<file path="src/nvac_pkg.sv">
// Package with register map, field layout and timing of the nv access block
`default_nettype none
package nvac_pkg;
	// Register indices on the plain register port
	localparam int NVAC_AW = 4;
	localparam logic [3:0] NVAC_IDX_CONTROL = 4'h0;
	localparam logic [3:0] NVAC_IDX_UNLOCK = 4'h1;
	localparam logic [3:0] NVAC_IDX_DATA_LOW = 4'h2;
	localparam logic [3:0] NVAC_IDX_DATA_HIGH = 4'h3;
	localparam logic [3:0] NVAC_IDX_ADDR_LOW = 4'h4;
	localparam logic [3:0] NVAC_IDX_ADDR_HIGH = 4'h5;
	localparam logic [3:0] NVAC_IDX_INT_STATUS = 4'h6;
	localparam logic [3:0] NVAC_IDX_INT_MASK = 4'h7;
	// nv_control field positions
	localparam int NVAC_BIT_RD = 0;
	localparam int NVAC_BIT_WR = 1;
	localparam int NVAC_BIT_WRITE_ALLOW = 2;
	localparam int NVAC_BIT_ABORT = 3;
	localparam int NVAC_BIT_SPACE = 7;
	// Interrupt status and mask positions
	localparam int NVAC_IRQ_DONE = 0;
	localparam int NVAC_IRQ_REFUSED = 1;
	// Reset values and erased EEPROM byte value
	localparam logic [1:0] NVAC_IRQ_RST = 2'h0;
	localparam logic [7:0] NVAC_BYTE_RST = 8'h00;
	localparam logic [7:0] NVAC_EE_ERASED = 8'hFF;
	// Unlock sequence
	localparam logic [7:0] NVAC_KEY1 = 8'h55;
	localparam logic [7:0] NVAC_KEY2 = 8'hAA;
	localparam logic [1:0] NVAC_UNL_LOCKED = 2'h0;
	localparam logic [1:0] NVAC_UNL_HALF = 2'h1;
	localparam logic [1:0] NVAC_UNL_OPEN = 2'h2;
	// Program memory self-write protection limits (word addresses)
	localparam logic [14:0] NVAC_WP_QUARTER = 15'h0800;
	localparam logic [14:0] NVAC_WP_HALF = 15'h1000;
	localparam logic [14:0] NVAC_PM_WORDS = 15'h2000;
	// Write timing
	localparam int unsigned NVAC_WRITE_TIME_US = 2000;
	localparam int unsigned NVAC_CLK_MHZ = 250;
	localparam int unsigned NVAC_WRITE_CYCLES =
		NVAC_WRITE_TIME_US * NVAC_CLK_MHZ;
	localparam int NVAC_TMR_W = 20;
	// Sequencer states
	typedef enum logic [2:0] {
		NVAC_ST_IDLE = 3'b001,
		NVAC_ST_READ = 3'b010,
		NVAC_ST_WRITE = 3'b100
	} nvac_state_t;
endpackage
`default_nettype wire

</file>
<file path="src/nvac_ee_if.sv">
// Interface between the sequencer and the data EEPROM array
`default_nettype none
interface nvac_ee_if;
	logic req;
	logic we;
	logic [7:0] addr;
	logic [7:0] wdata;
	logic ack;
	logic [7:0] rdata;
	modport ctl (output req, we, addr, wdata, input ack, rdata);
	modport mem (input req, we, addr, wdata, output ack, rdata);
endinterface
`default_nettype wire

</file>
<file path="src/nvac_ee_array.sv">
// Data EEPROM array, 256 bytes, erase before program
`default_nettype none
module nvac_ee_array
	import nvac_pkg::*;
(
	// Clock and reset
	input wire logic clk_sys,
	input wire logic rst,
	// Sequencer side
	nvac_ee_if.mem ee
);
	logic [7:0] mem_q [256];
	logic prog_q;
	logic ack_q;
	logic [7:0] rdata_q;

	assign ee.ack = ack_q;
	assign ee.rdata = rdata_q;

	// Erase on the first cycle, program on the second
	always_ff @(posedge clk_sys)
	begin
		if (prog_q)
			mem_q[ee.addr] <= ee.wdata;
		else if (ee.req && ee.we && !ack_q)
			mem_q[ee.addr] <= NVAC_EE_ERASED;
	end

	always_ff @(posedge clk_sys)
	begin
		if (rst)
		begin
			prog_q <= 1'b0;
			ack_q <= 1'b0;
			rdata_q <= NVAC_BYTE_RST;
		end
		else
		begin
			ack_q <= 1'b0;
			if (prog_q)
			begin
				prog_q <= 1'b0;
				ack_q <= 1'b1;
			end
			else if (ee.req && ee.we && !ack_q)
				prog_q <= 1'b1;
			else if (ee.req && !ee.we && !ack_q)
			begin
				rdata_q <= mem_q[ee.addr];
				ack_q <= 1'b1;
			end
		end
	end
endmodule // nvac_ee_array
`default_nettype wire

</file>
<file path="src/nvac_wtimer.sv">
// On-chip write duration timer
`default_nettype none
module nvac_wtimer
	import nvac_pkg::*;
#(
	parameter int unsigned CYCLES = NVAC_WRITE_CYCLES
)
(
	// Clock and reset
	input wire logic clk_sys,
	input wire logic rst,
	// Control
	input wire logic start,
	output logic busy,
	output logic done
);
	logic [NVAC_TMR_W-1:0] cnt_q;
	logic [NVAC_TMR_W-1:0] hlp_q;

	always_ff @(posedge clk_sys)
	begin
		if (rst)
			cnt_q <= '0;
		else if (start)
			cnt_q <= NVAC_TMR_W'(CYCLES);
		else if (cnt_q != '0)
			cnt_q <= cnt_q - 1'b1;
	end

	assign busy = (cnt_q != '0);
	assign done = (cnt_q == NVAC_TMR_W'(1));

	// Cycles since the last start
	always_ff @(posedge clk_sys)
	begin
		if (rst || start)
			hlp_q <= NVAC_TMR_W'(1);
		else
			hlp_q <= hlp_q + 1'b1;
	end
endmodule // nvac_wtimer
`default_nettype wire

</file>
<file path="src/nvac_top.sv">
// Data EEPROM and program flash access controller
//
// Overview of operation
// - Arrays reached only through six access registers, never directly.
// - Reads and writes run in normal operation, no special mode.
// - EEPROM uses data_low byte and addr_low over 256 locations.
// - Program memory uses 14-bit data pair and 15-bit address pair.
// - EEPROM byte write erases the location then programs it.
// - Write duration comes from an internal timer and charge pump.
// - Protection field blocks self-writes; program reads always allowed.
// - Code protection shuts out the external programmer, not the core.
// - space_select clear picks EEPROM, set picks program; device reset clears.
// - Read and write triggers set by software, cleared by hardware.
// - Writes need write_allow; reset during write sets abort flag.
// - Write completion sets write_done_flag; software clears it.
`default_nettype none
module nvac_top
	import nvac_pkg::*;
#(
	parameter int unsigned WRITE_CYCLES = NVAC_WRITE_CYCLES
)
(
	// Clock and resets
	input wire logic clk_sys,
	input wire logic rst,
	input wire logic pwr_on_rst,
	// Register port
	input wire logic [NVAC_AW-1:0] reg_addr,
	input wire logic [7:0] reg_wdata,
	input wire logic reg_we,
	input wire logic reg_re,
	output logic [7:0] reg_rdata,
	// Configuration pins
	input wire logic [1:0] cfg_self_write_protect,
	input wire logic cfg_code_protect,
	// Program flash array
	output logic pm_req,
	output logic pm_we,
	output logic [14:0] pm_addr,
	output logic [13:0] pm_wdata,
	input wire logic pm_ack,
	input wire logic [13:0] pm_rdata,
	// Status outputs
	output logic charge_pump_en,
	output logic ext_prog_allow,
	output logic irq
);
	nvac_state_t state_q;
	logic [2:0] cfg_s1_q;
	logic [2:0] cfg_s2_q;
	logic space_q;
	logic allow_q;
	logic abort_q;
	logic rd_q;
	logic wr_q;
	logic [1:0] unlock_q;
	logic [7:0] data_lo_q;
	logic [5:0] data_hi_q;
	logic [7:0] addr_lo_q;
	logic [6:0] addr_hi_q;
	logic [1:0] status_q;
	logic [1:0] status_d;
	logic [1:0] mask_q;
	logic [7:0] rdata_q;
	logic ee_req_q;
	logic pm_req_q;
	logic we_q;
	logic [14:0] word_addr;
	logic [1:0] wp;
	logic idle;
	logic arr_ack;
	logic prot_hit;
	logic wr_blocked;
	logic rd_start;
	logic wr_start;
	logic wr_refused;
	logic rd_done;
	logic wr_done;
	logic tmr_done;
	logic wr_arm;
	logic wr_ctl;
	logic wr_unl;

	nvac_ee_if ee ();

	nvac_ee_array u_ee (
		.clk_sys(clk_sys),
		.rst(rst),
		.ee(ee.mem)
	);

	nvac_wtimer #(.CYCLES(WRITE_CYCLES)) u_tmr (
		.clk_sys(clk_sys),
		.rst(rst),
		.start(wr_start),
		.busy(),
		.done(tmr_done)
	);

	////////////////////////////////////////////////////////////////////////
	// Configuration pin synchroniser
	always_ff @(posedge clk_sys)
	begin
		if (rst)
		begin
			cfg_s1_q <= 3'h0;
			cfg_s2_q <= 3'h0;
		end
		else
		begin
			cfg_s1_q <= {cfg_code_protect, cfg_self_write_protect};
			cfg_s2_q <= cfg_s1_q;
		end
	end

	assign wp = cfg_s2_q[1:0];
	assign ext_prog_allow = !cfg_s2_q[2];

	////////////////////////////////////////////////////////////////////////
	// Decode and sequencing terms
	assign wr_ctl = reg_we && (reg_addr == NVAC_IDX_CONTROL);
	assign wr_unl = reg_we && (reg_addr == NVAC_IDX_UNLOCK);
	assign idle = (state_q == NVAC_ST_IDLE) && !rd_q && !wr_q;
	assign word_addr = {addr_hi_q, addr_lo_q};

	// Protected program region by the two-bit field
	always_comb
	begin
		unique case (wp)
			2'h3: prot_hit = 1'b0;
			2'h2: prot_hit = word_addr < NVAC_WP_QUARTER;
			2'h1: prot_hit = word_addr < NVAC_WP_HALF;
			2'h0: prot_hit = word_addr < NVAC_PM_WORDS;
		endcase
	end

	assign wr_blocked = !allow_q || (space_q && prot_hit);
	assign arr_ack = space_q ? pm_ack : ee.ack;
	// Reads are never gated by protection
	assign rd_start = (state_q == NVAC_ST_IDLE) && rd_q;
	assign wr_start = (state_q == NVAC_ST_IDLE) && !rd_q && wr_q
		&& !wr_blocked;
	assign wr_refused = (state_q == NVAC_ST_IDLE) && !rd_q && wr_q
		&& wr_blocked;
	assign rd_done = (state_q == NVAC_ST_READ) && arr_ack;
	assign wr_done = (state_q == NVAC_ST_WRITE) && tmr_done;
	assign wr_arm = wr_ctl && reg_wdata[NVAC_BIT_WR] && !wr_q
		&& reg_wdata[NVAC_BIT_WRITE_ALLOW]
		&& (unlock_q == NVAC_UNL_OPEN);

	////////////////////////////////////////////////////////////////////////
	// Sequencer
	always_ff @(posedge clk_sys)
	begin
		if (rst)
		begin
			state_q <= NVAC_ST_IDLE;
			ee_req_q <= 1'b0;
			pm_req_q <= 1'b0;
			we_q <= 1'b0;
		end
		else
		begin
			unique case (state_q)
				NVAC_ST_IDLE:
				begin
					if (rd_start || wr_start)
					begin
						state_q <= rd_start ? NVAC_ST_READ : NVAC_ST_WRITE;
						we_q <= !rd_start;
						pm_req_q <= space_q;
						ee_req_q <= !space_q;
					end
				end
				NVAC_ST_READ:
				begin
					if (arr_ack)
					begin
						state_q <= NVAC_ST_IDLE;
						ee_req_q <= 1'b0;
						pm_req_q <= 1'b0;
					end
				end
				NVAC_ST_WRITE:
				begin
					if (arr_ack)
					begin
						ee_req_q <= 1'b0;
						pm_req_q <= 1'b0;
					end
					if (tmr_done)
					begin
						state_q <= NVAC_ST_IDLE;
						we_q <= 1'b0;
					end
				end
				default:
				begin
					state_q <= NVAC_ST_IDLE;
					ee_req_q <= 1'b0;
					pm_req_q <= 1'b0;
					we_q <= 1'b0;
				end
			endcase
		end
	end

	assign charge_pump_en = (state_q == NVAC_ST_WRITE);
	assign pm_req = pm_req_q;
	assign pm_we = we_q;
	assign pm_addr = word_addr;
	assign pm_wdata = {data_hi_q, data_lo_q};
	assign ee.req = ee_req_q;
	assign ee.we = we_q;
	assign ee.addr = addr_lo_q;
	assign ee.wdata = data_lo_q;

	////////////////////////////////////////////////////////////////////////
	// Control bits
	always_ff @(posedge clk_sys)
	begin
		if (rst)
		begin
			space_q <= 1'b0;
			allow_q <= 1'b0;
			rd_q <= 1'b0;
			wr_q <= 1'b0;
		end
		else
		begin
			if (wr_ctl && idle)
				space_q <= reg_wdata[NVAC_BIT_SPACE];
			if (wr_ctl)
				allow_q <= reg_wdata[NVAC_BIT_WRITE_ALLOW];
			// Software may only set the triggers
			if (rd_done)
				rd_q <= 1'b0;
			else if (wr_ctl && reg_wdata[NVAC_BIT_RD] && idle)
				rd_q <= 1'b1;
			if (wr_done || wr_refused)
				wr_q <= 1'b0;
			else if (wr_arm && idle)
				wr_q <= 1'b1;
		end
	end

	// Abort flag survives device reset
	always_ff @(posedge clk_sys)
	begin
		if (pwr_on_rst)
			abort_q <= 1'b0;
		else if (rst)
		begin
			if (state_q == NVAC_ST_WRITE)
				abort_q <= 1'b1;
		end
		else if (wr_ctl && !reg_wdata[NVAC_BIT_ABORT])
			abort_q <= 1'b0;
	end

	// Unlock pattern tracker, consumed by any control write
	always_ff @(posedge clk_sys)
	begin
		if (rst || wr_ctl)
			unlock_q <= NVAC_UNL_LOCKED;
		else if (wr_unl)
		begin
			if (reg_wdata == NVAC_KEY1)
				unlock_q <= NVAC_UNL_HALF;
			else if (unlock_q == NVAC_UNL_HALF && reg_wdata == NVAC_KEY2)
				unlock_q <= NVAC_UNL_OPEN;
			else
				unlock_q <= NVAC_UNL_LOCKED;
		end
	end

	////////////////////////////////////////////////////////////////////////
	// Data and address registers
	always_ff @(posedge clk_sys)
	begin
		if (rst)
		begin
			data_lo_q <= NVAC_BYTE_RST;
			data_hi_q <= 6'h00;
			addr_lo_q <= NVAC_BYTE_RST;
			addr_hi_q <= 7'h00;
		end
		else if (rd_done)
		begin
			data_lo_q <= space_q ? pm_rdata[7:0] : ee.rdata;
			if (space_q)
				data_hi_q <= pm_rdata[13:8];
		end
		else if (reg_we && idle)
		begin
			if (reg_addr == NVAC_IDX_DATA_LOW)
				data_lo_q <= reg_wdata;
			if (reg_addr == NVAC_IDX_DATA_HIGH)
				data_hi_q <= reg_wdata[5:0];
			if (reg_addr == NVAC_IDX_ADDR_LOW)
				addr_lo_q <= reg_wdata;
			if (reg_addr == NVAC_IDX_ADDR_HIGH)
				addr_hi_q <= reg_wdata[6:0];
		end
	end

	////////////////////////////////////////////////////////////////////////
	// Interrupt status and mask
	always_comb
	begin
		status_d = status_q;
		if (reg_we && reg_addr == NVAC_IDX_INT_STATUS)
			status_d = status_q & ~reg_wdata[1:0];
		// Hardware set wins over a same-cycle clear
		status_d[NVAC_IRQ_DONE] = status_d[NVAC_IRQ_DONE] | wr_done;
		status_d[NVAC_IRQ_REFUSED] = status_d[NVAC_IRQ_REFUSED]
			| wr_refused;
	end

	always_ff @(posedge clk_sys)
	begin
		if (rst)
		begin
			status_q <= NVAC_IRQ_RST;
			mask_q <= NVAC_IRQ_RST;
		end
		else
		begin
			status_q <= status_d;
			if (reg_we && reg_addr == NVAC_IDX_INT_MASK)
				mask_q <= reg_wdata[1:0];
		end
	end

	assign irq = |(status_q & mask_q);

	////////////////////////////////////////////////////////////////////////
	// Read data, valid only in the cycle after the read strobe
	always_ff @(posedge clk_sys)
	begin
		if (rst || !reg_re)
			rdata_q <= NVAC_BYTE_RST;
		else
		begin
			unique case (reg_addr)
				NVAC_IDX_CONTROL:
				begin
					rdata_q <= NVAC_BYTE_RST;
					rdata_q[NVAC_BIT_RD] <= rd_q;
					rdata_q[NVAC_BIT_WR] <= wr_q;
					rdata_q[NVAC_BIT_WRITE_ALLOW] <= allow_q;
					rdata_q[NVAC_BIT_ABORT] <= abort_q;
					rdata_q[NVAC_BIT_SPACE] <= space_q;
				end
				NVAC_IDX_DATA_LOW: rdata_q <= data_lo_q;
				NVAC_IDX_DATA_HIGH: rdata_q <= {2'h0, data_hi_q};
				NVAC_IDX_ADDR_LOW: rdata_q <= addr_lo_q;
				NVAC_IDX_ADDR_HIGH: rdata_q <= {1'h0, addr_hi_q};
				NVAC_IDX_INT_STATUS: rdata_q <= {6'h00, status_q};
				NVAC_IDX_INT_MASK: rdata_q <= {6'h00, mask_q};
				default: rdata_q <= NVAC_BYTE_RST;
			endcase
		end
	end

	assign reg_rdata = rdata_q;
endmodule // nvac_top
`default_nettype wire

</file>
<file path="config.mk">
export PLATFORM = sky130hd
export DESIGN_NAME = nvac_top
export DESIGN_NICKNAME = d
export VERILOG_FILES = /design/src/nvac_pkg.sv /design/src/nvac_ee_if.sv /design/src/nvac_ee_array.sv /design/src/nvac_wtimer.sv /design/src/nvac_top.sv
export SDC_FILE = /design/constraint.sdc
export NUM_CORES = 2
export LEC_CHECK = 0
export BUFFER_PORTS_ARGS = -buffer_cell sky130_fd_sc_hd__buf_4
export CAP_MARGIN = 20
export CORE_MARGIN = 2
export CORE_UTILIZATION = 59
export DETAILED_ROUTE_END_ITERATION = 16
export HOLD_SLACK_MARGIN = 0.03
export PLACE_DENSITY_LB_ADDON = 0.3
export SYNTH_ARGS = -nofsm -noshare
export SYNTH_HDL_FRONTEND = slang
export SYNTH_SLANG_ARGS = --single-unit
</file>
<file path="constraint.sdc">
create_clock -name clk_sys -period 3.94 [get_ports clk_sys]
set_input_delay 0.788 -clock clk_sys [delete_from_list [all_inputs] [get_ports clk_sys]]
set_output_delay 0.788 -clock clk_sys [all_outputs]
set_load 0.01 [all_outputs]
</file>
After elaboration in Yosys (flattened, before gate mapping)
Memories as Yosys holds them, arrays and structs flattened. A register that Yosys moved wholly into a read port is not among the register bits.
Cells that the tools add are included.
- $add $sub $neg: 1
- magnitude comparators: 3
- eq/ne operators: 24
- muxes and demuxes: 41
- bitwise logic cells: 10
- reduce and logical (&&, ||, !) cells: 66
- operator list (operator ; number):
    8-bit case mux with 7 select lines ; 1
    8-bit 2-to-1 mux ; 5
    19-bit 2-to-1 mux ; 2
    1-bit logical AND ; 28
    6-bit 2-to-1 mux ; 4
    20-bit by 1-bit equality test with 1-bit output, second input constant ; 1
    20-bit nonzero test ; 1
    20-bit by 1-bit subtractor with 20-bit output, second input constant ; 1
    3-bit AND reduction ; 6
    1-bit 2-to-1 mux ; 17
    4-bit by 3-bit equality test with 1-bit output, second input constant ; 4
    15-bit by 12-bit < comparator with 1-bit output, second input constant ; 1
    15-bit by 13-bit < comparator with 1-bit output, second input constant ; 1
    15-bit by 14-bit < comparator with 1-bit output, second input constant ; 1
    3-bit 2-to-1 mux ; 4
    1-bit logical NOT ; 11
    2-bit nonzero test ; 5
    2-bit OR reduction ; 5
    3-bit case mux with 3 select lines ; 1
    4-bit by 2-bit equality test with 1-bit output, second input constant ; 2
    8-bit by 7-bit equality test with 1-bit output, second input constant ; 1
    8-bit equality test, second input constant ; 1
    2-bit by 1-bit inequality test with 1-bit output, second input constant ; 4
    2-bit equality test, second input constant ; 3
    18 further kinds ; 35
- register bits after elaboration: 82
- RAM bits: 2048
- bits of input ports: 35
- memories: 1
- memories (name ; depth ; bits a word ; read ports ; clocked after Yosys merged registers in ; write ports ; line ; source):
    u_ee.mem_q ; 256 ; 8 ; 1 ; 1 ; 1 ; nvac_ee_array.sv:12 ; logic [7:0] mem_q [256];

Longest topological paths before layout
- depth after elaboration: 9
- depth in mapped cells: 13
- gate-level depth less buffers: 8

By module
Synthesis repeated with hierarchy kept, for this count alone.
- cells, all modules: 4302
- area total of the unflattened synthesis: 84688.7 µm²
- modules (own cells, without submodules) (module ; instances ; cells each ; area each (µm²)):
    nvac_ee_array ; 1 ; 3827 ; 80699.9
    nvac_top ; 1 ; 339 ; 2844.0
    nvac_wtimer ; 1 ; 136 ; 1144.8

Worst setup path after synthesis
OpenSTA, ideal clock, no wires.
- kind: reg2reg
- start: reg we_q, in the netlist pm_we
- end: mem u_ee.mem_q[0][0], data pin
- library setup time: 0.555 ns
- data arrival time: 2.592 ns
- data required time: 3.385 ns
- slack: 0.794 ns
- cell stages (with the launch flop): 4
- path buffers: 0
- path through: dfxtp_1 nand3b_1 nor2_1 or2_2
- longest elaborated chain between the ends: 6
- RTL lines (element ; line ; source):
    start: declaration ; nvac_top.sv:67 ; logic we_q;
    start signal: assignment ; nvac_top.sv:170 ; we_q <= !rd_start;
    1-bit logical AND (2 in series) ; nvac_ee_array.sv:25 ; else if (ee.req && ee.we && !ack_q)
    1-bit 2-to-1 mux ; nvac_ee_array.sv:25 ;
    1-bit 2-to-1 mux ; nvac_ee_array.sv:23 ; if (prog_q)
    1-bit 2-to-1 mux (not written as such) ; nvac_ee_array.sv:26 ; mem_q[ee.addr] <= NVAC_EE_ERASED;
    8-bit 2-to-1 mux (no source line) ; -- ;
    end: declaration ; nvac_ee_array.sv:12 ;
Every way passes these cells.

==> metrics.md <==
| Metric | Value |
|---|---|
| Worst IR drop on VDD | 0.461 mV |
| Clk sink count | ~2,100 |
| #FFs+latches synth | between 2,000 and 2,500 |
| CP Launch Type | register |
| Total CTS buffers | between 200 and 250 |
| RePlAce Congestion | approximately 0.95 |
| Initial antenna violation count | 4 |
| RSZ-0062 raised after global routing | false |
| DRC | 0 |
| First-pass DRT Iterations | 8 |
| Post-synth top flop | edfxtp_1 |
| Fraction of layout cells with a size suffix above 1 | 26.5% |
| CP max stage cell | nor3_1 |
| Post-CTS setup repair buffer count | 0 |
| Rel. slew slack | between 10% and 20% |
| IO Pins | just under 80 |
| Clock-pin slew on the worst setup and hold paths | 0.06 ns |
| Largest net degree at the start of global routing | around 130 |
| Most frequent cells in the layout | 2,048 x edfxtp_1, 482 x mux4_2, 411 x buf_4, 340 x nor2_1 |
| Detailed Route WL | 222 mm |
| CP top delay family | multiplexers |
| Post-Synthesis Cells | ~4,200 |
| Final hold vios | 0 |
| Cell Pwr Density | between 400 and 500 nW/um2 |
| Final Setup Violations | 0 |
| Die X | 381 um |
| Post-cts repair resize count | 0 |
| CP required | about 4.7 ns |
| Initial core utilization | a little under 60% |
| Asr flop ratio synth | 0% |
| Maxcap violations | 0 |
| Worst hold path type | input port to register |
| Final worst slack | between 0.15 and 0.2 ns |
| Ys Warns | 0 |
| Max stage delay on crit path | approximately 0.7 ns |
| Worst slack, placed | 0.243 ns |
| Die area | 145,000 um2 |
| Setup crit end kind | register |
| Syn_nets | 4,266 |
| Count of cell types in the netlist | 67 |
| Post-route minimum period | between 3 and 4 ns |
| Worst-margin pin slew | between 1 and 1.5 ns |
| Fin crit share | 95.9% |
| FF+latch area | around 63,000 um2 |
| WS Path Type | register to register |
| Status | finished, final reports clean |
| GRT overflow | 0 |
| Die span in y | between 300 and 400 um |
| Area Growth Syn to Fin | 14.0% |
| Clk_skew | approximately 0.035 ns |
| Static Leak | just under 0.03 uW |
| Max Fclk | ~0.26 GHz |
| Post-synth EDFFs | about 2,000 |
| DR WL/cell | 33.1 um |
| Vias per inst | a little under 7 |
| Number of fill cells | just under 9,000 |
| GRT Overall Usage | approximately 30% |
| Core area | between 100,000 and 150,000 um2 |
| Register area share after synthesis | between 70 and 80% |
| Sum of negative setup slack | 0 ns |
| DRT iter0 DRCs | roughly 6,500 |
| Vias | roughly 45,000 |
| Hold buffer count at CTS | 0 |
| Crit-path cells | buf_4 -> mux4_2 -> mux4_2 -> nand2_1 -> nand3_1 -> nor3_1 -> o31ai_1 |
| # nets final | about 4,700 |
| Area of the multi-input gates | roughly 19,000 um2 |
| Final Max Slew Viols | 0 |
| Clk root buf | clkbuf_16 |
| Syn_area_per_cell | a little under 20 um2 |
| DP Wirelength | around 140 mm |
| Row count | 138 |
| Critical Path AT | between 4 and 5 ns |
| Port Buffers | 76 |
| Antenna Nets Post-Route | 0 |
| Commonest non-fill, non-tap cell in the layout | edfxtp_1 |
| Critical-path maximum fanout | 29 |
| CP bufs+invs | 1 |
| Worst skew pair latency | 0.85 ns |
| Cell mode on critical path | mux4_2 |
| Vias in the first global route | ~45,000 |
| CTS tree | done |
| Longest Clk Path Bufs | 3 |
| Mapped Area | 83,700 um2 |
| First-pass GRT wire length | about 320 mm |
| H-tree depth | 4 |
## report_power, final
group / internal, uW / switching (uW) / total [uW]
clock: 11000 / 8360 / 19400
sequential: 24700 / 109 / 24800
combinational: 475 / 719 / 1190
## worst reg2reg max path, stage by stage (launching register included)
cell	delay [ns]
dfxtp_4	0.51
buf_4	0.60
mux4_2	0.69
mux4_2	0.59
nand2_1	0.26
nand3_1	0.20
nor3_1	0.70
o31ai_1	0.11
## stage by stage
stage,power [uW],std cells,utilization [%],cell area (um2),hold WS (ns)
3_3_place_gp,26400,6317,62.9,88700,0.417
4_1_cts,45500,6689,67.6,95300,0.0748
5_1_grt,46400,6691,67.6,95400,0.104
3_5_place_dp,26400,6317,62.9,88700,0.434
2_1_floorplan,26100,4229,-,83700,0.414
6_report,45400,6692,67.6,95400,0.115
## routing by layer
layer | vias up | wire length, um | GRT usage [%]
met1 | 23382 | 79700 | 41.2
met4 | 8 | 12400 | 15.2
met2 | 3123 | 104000 | 47.5
li1 | 18201 | - | -
met3 | 641 | 25100 | 8.08
met5 | - | 207 | 0
## cells by family (layout without fill, tap and decap cells)
kind of cell / Yosys count / in the layout / synth area share, %
flip-flops: 2138 / 2138 / 75.7
AND/OR/NAND/NOR: 768 / 768 / 4.09
multiplexers: 670 / 670 / 15.2
AO/OA/AOI/OAI: 371 / 371 / 3.13
buffers and inverters: 265 / 837 / 1.69
XOR/XNOR: 15 / 15 / 0.157
adder cells (fa/ha/maj): 2 / 2 / 0.0299
other: 0 / 1 / 0
## synth_stat cells, types with 12 or more instances
library cell	instances	area [um2]
nor2_1	344	1290
a22oi_1	70	526
buf_6	19	214
a211oi_1	15	113
buf_4	43	323
and3_1	13	81.3
buf_2	82	410
mux2i_1	175	1750
mux2_2	13	146
edfxtp_1	2048	61500
nand4_1	16	100
a31oi_1	19	119
nand2b_1	19	119
buf_1	20	75.1
a21oi_1	65	325
o22ai_1	32	200
nor3_1	29	145
a22o_1	19	166
mux4_2	482	10900
nand2_1	207	777
nand3_1	58	290
clkbuf_1	90	338
o21ai_0	38	190
a221oi_1	18	158
a32oi_1	24	210
nor2b_1	18	113
o211ai_1	12	90.1
dfxtp_1	90	1800
## cell type report
class,count,area share [%]
repair buffers,455,4.17
flip-flops and latches,2138,66.4
inverters,10,0.0433
clock buffers,243,5.60
clock inverters,129,1.33
diodes,1,0.00262
well taps,1890,2.48
multi-input cells,1826,20.0
## registers in the layout, summed over array words and instances, names as in the netlist, 2 cells and up
register	cells
status_q	2
unlock_q	2
u_ee.ee.rdata	8
state_q	3
data_lo_q	8
addr_hi_q	7
cfg_s1_q	3
reg_rdata	8
data_hi_q	6
addr_lo_q	8
u_ee.mem_q	2048
u_tmr.cnt_q	20
mask_q	2
cfg_s2_q	3
## final timing paths
kind,start,end,slack (ns),cells past startpoint
hold reg to reg,cfg_s1_q[1],cfg_s2_q[1],0.45,1
setup reg to reg,addr_lo_q[0],u_ee.ee.rdata[7],0.16,7
hold / removal,pwr_on_rst,abort_q,0.11,2
setup / recovery,addr_lo_q[0],u_ee.ee.rdata[7],0.16,7
Note: power is estimated with default switching activity, not from simulation.
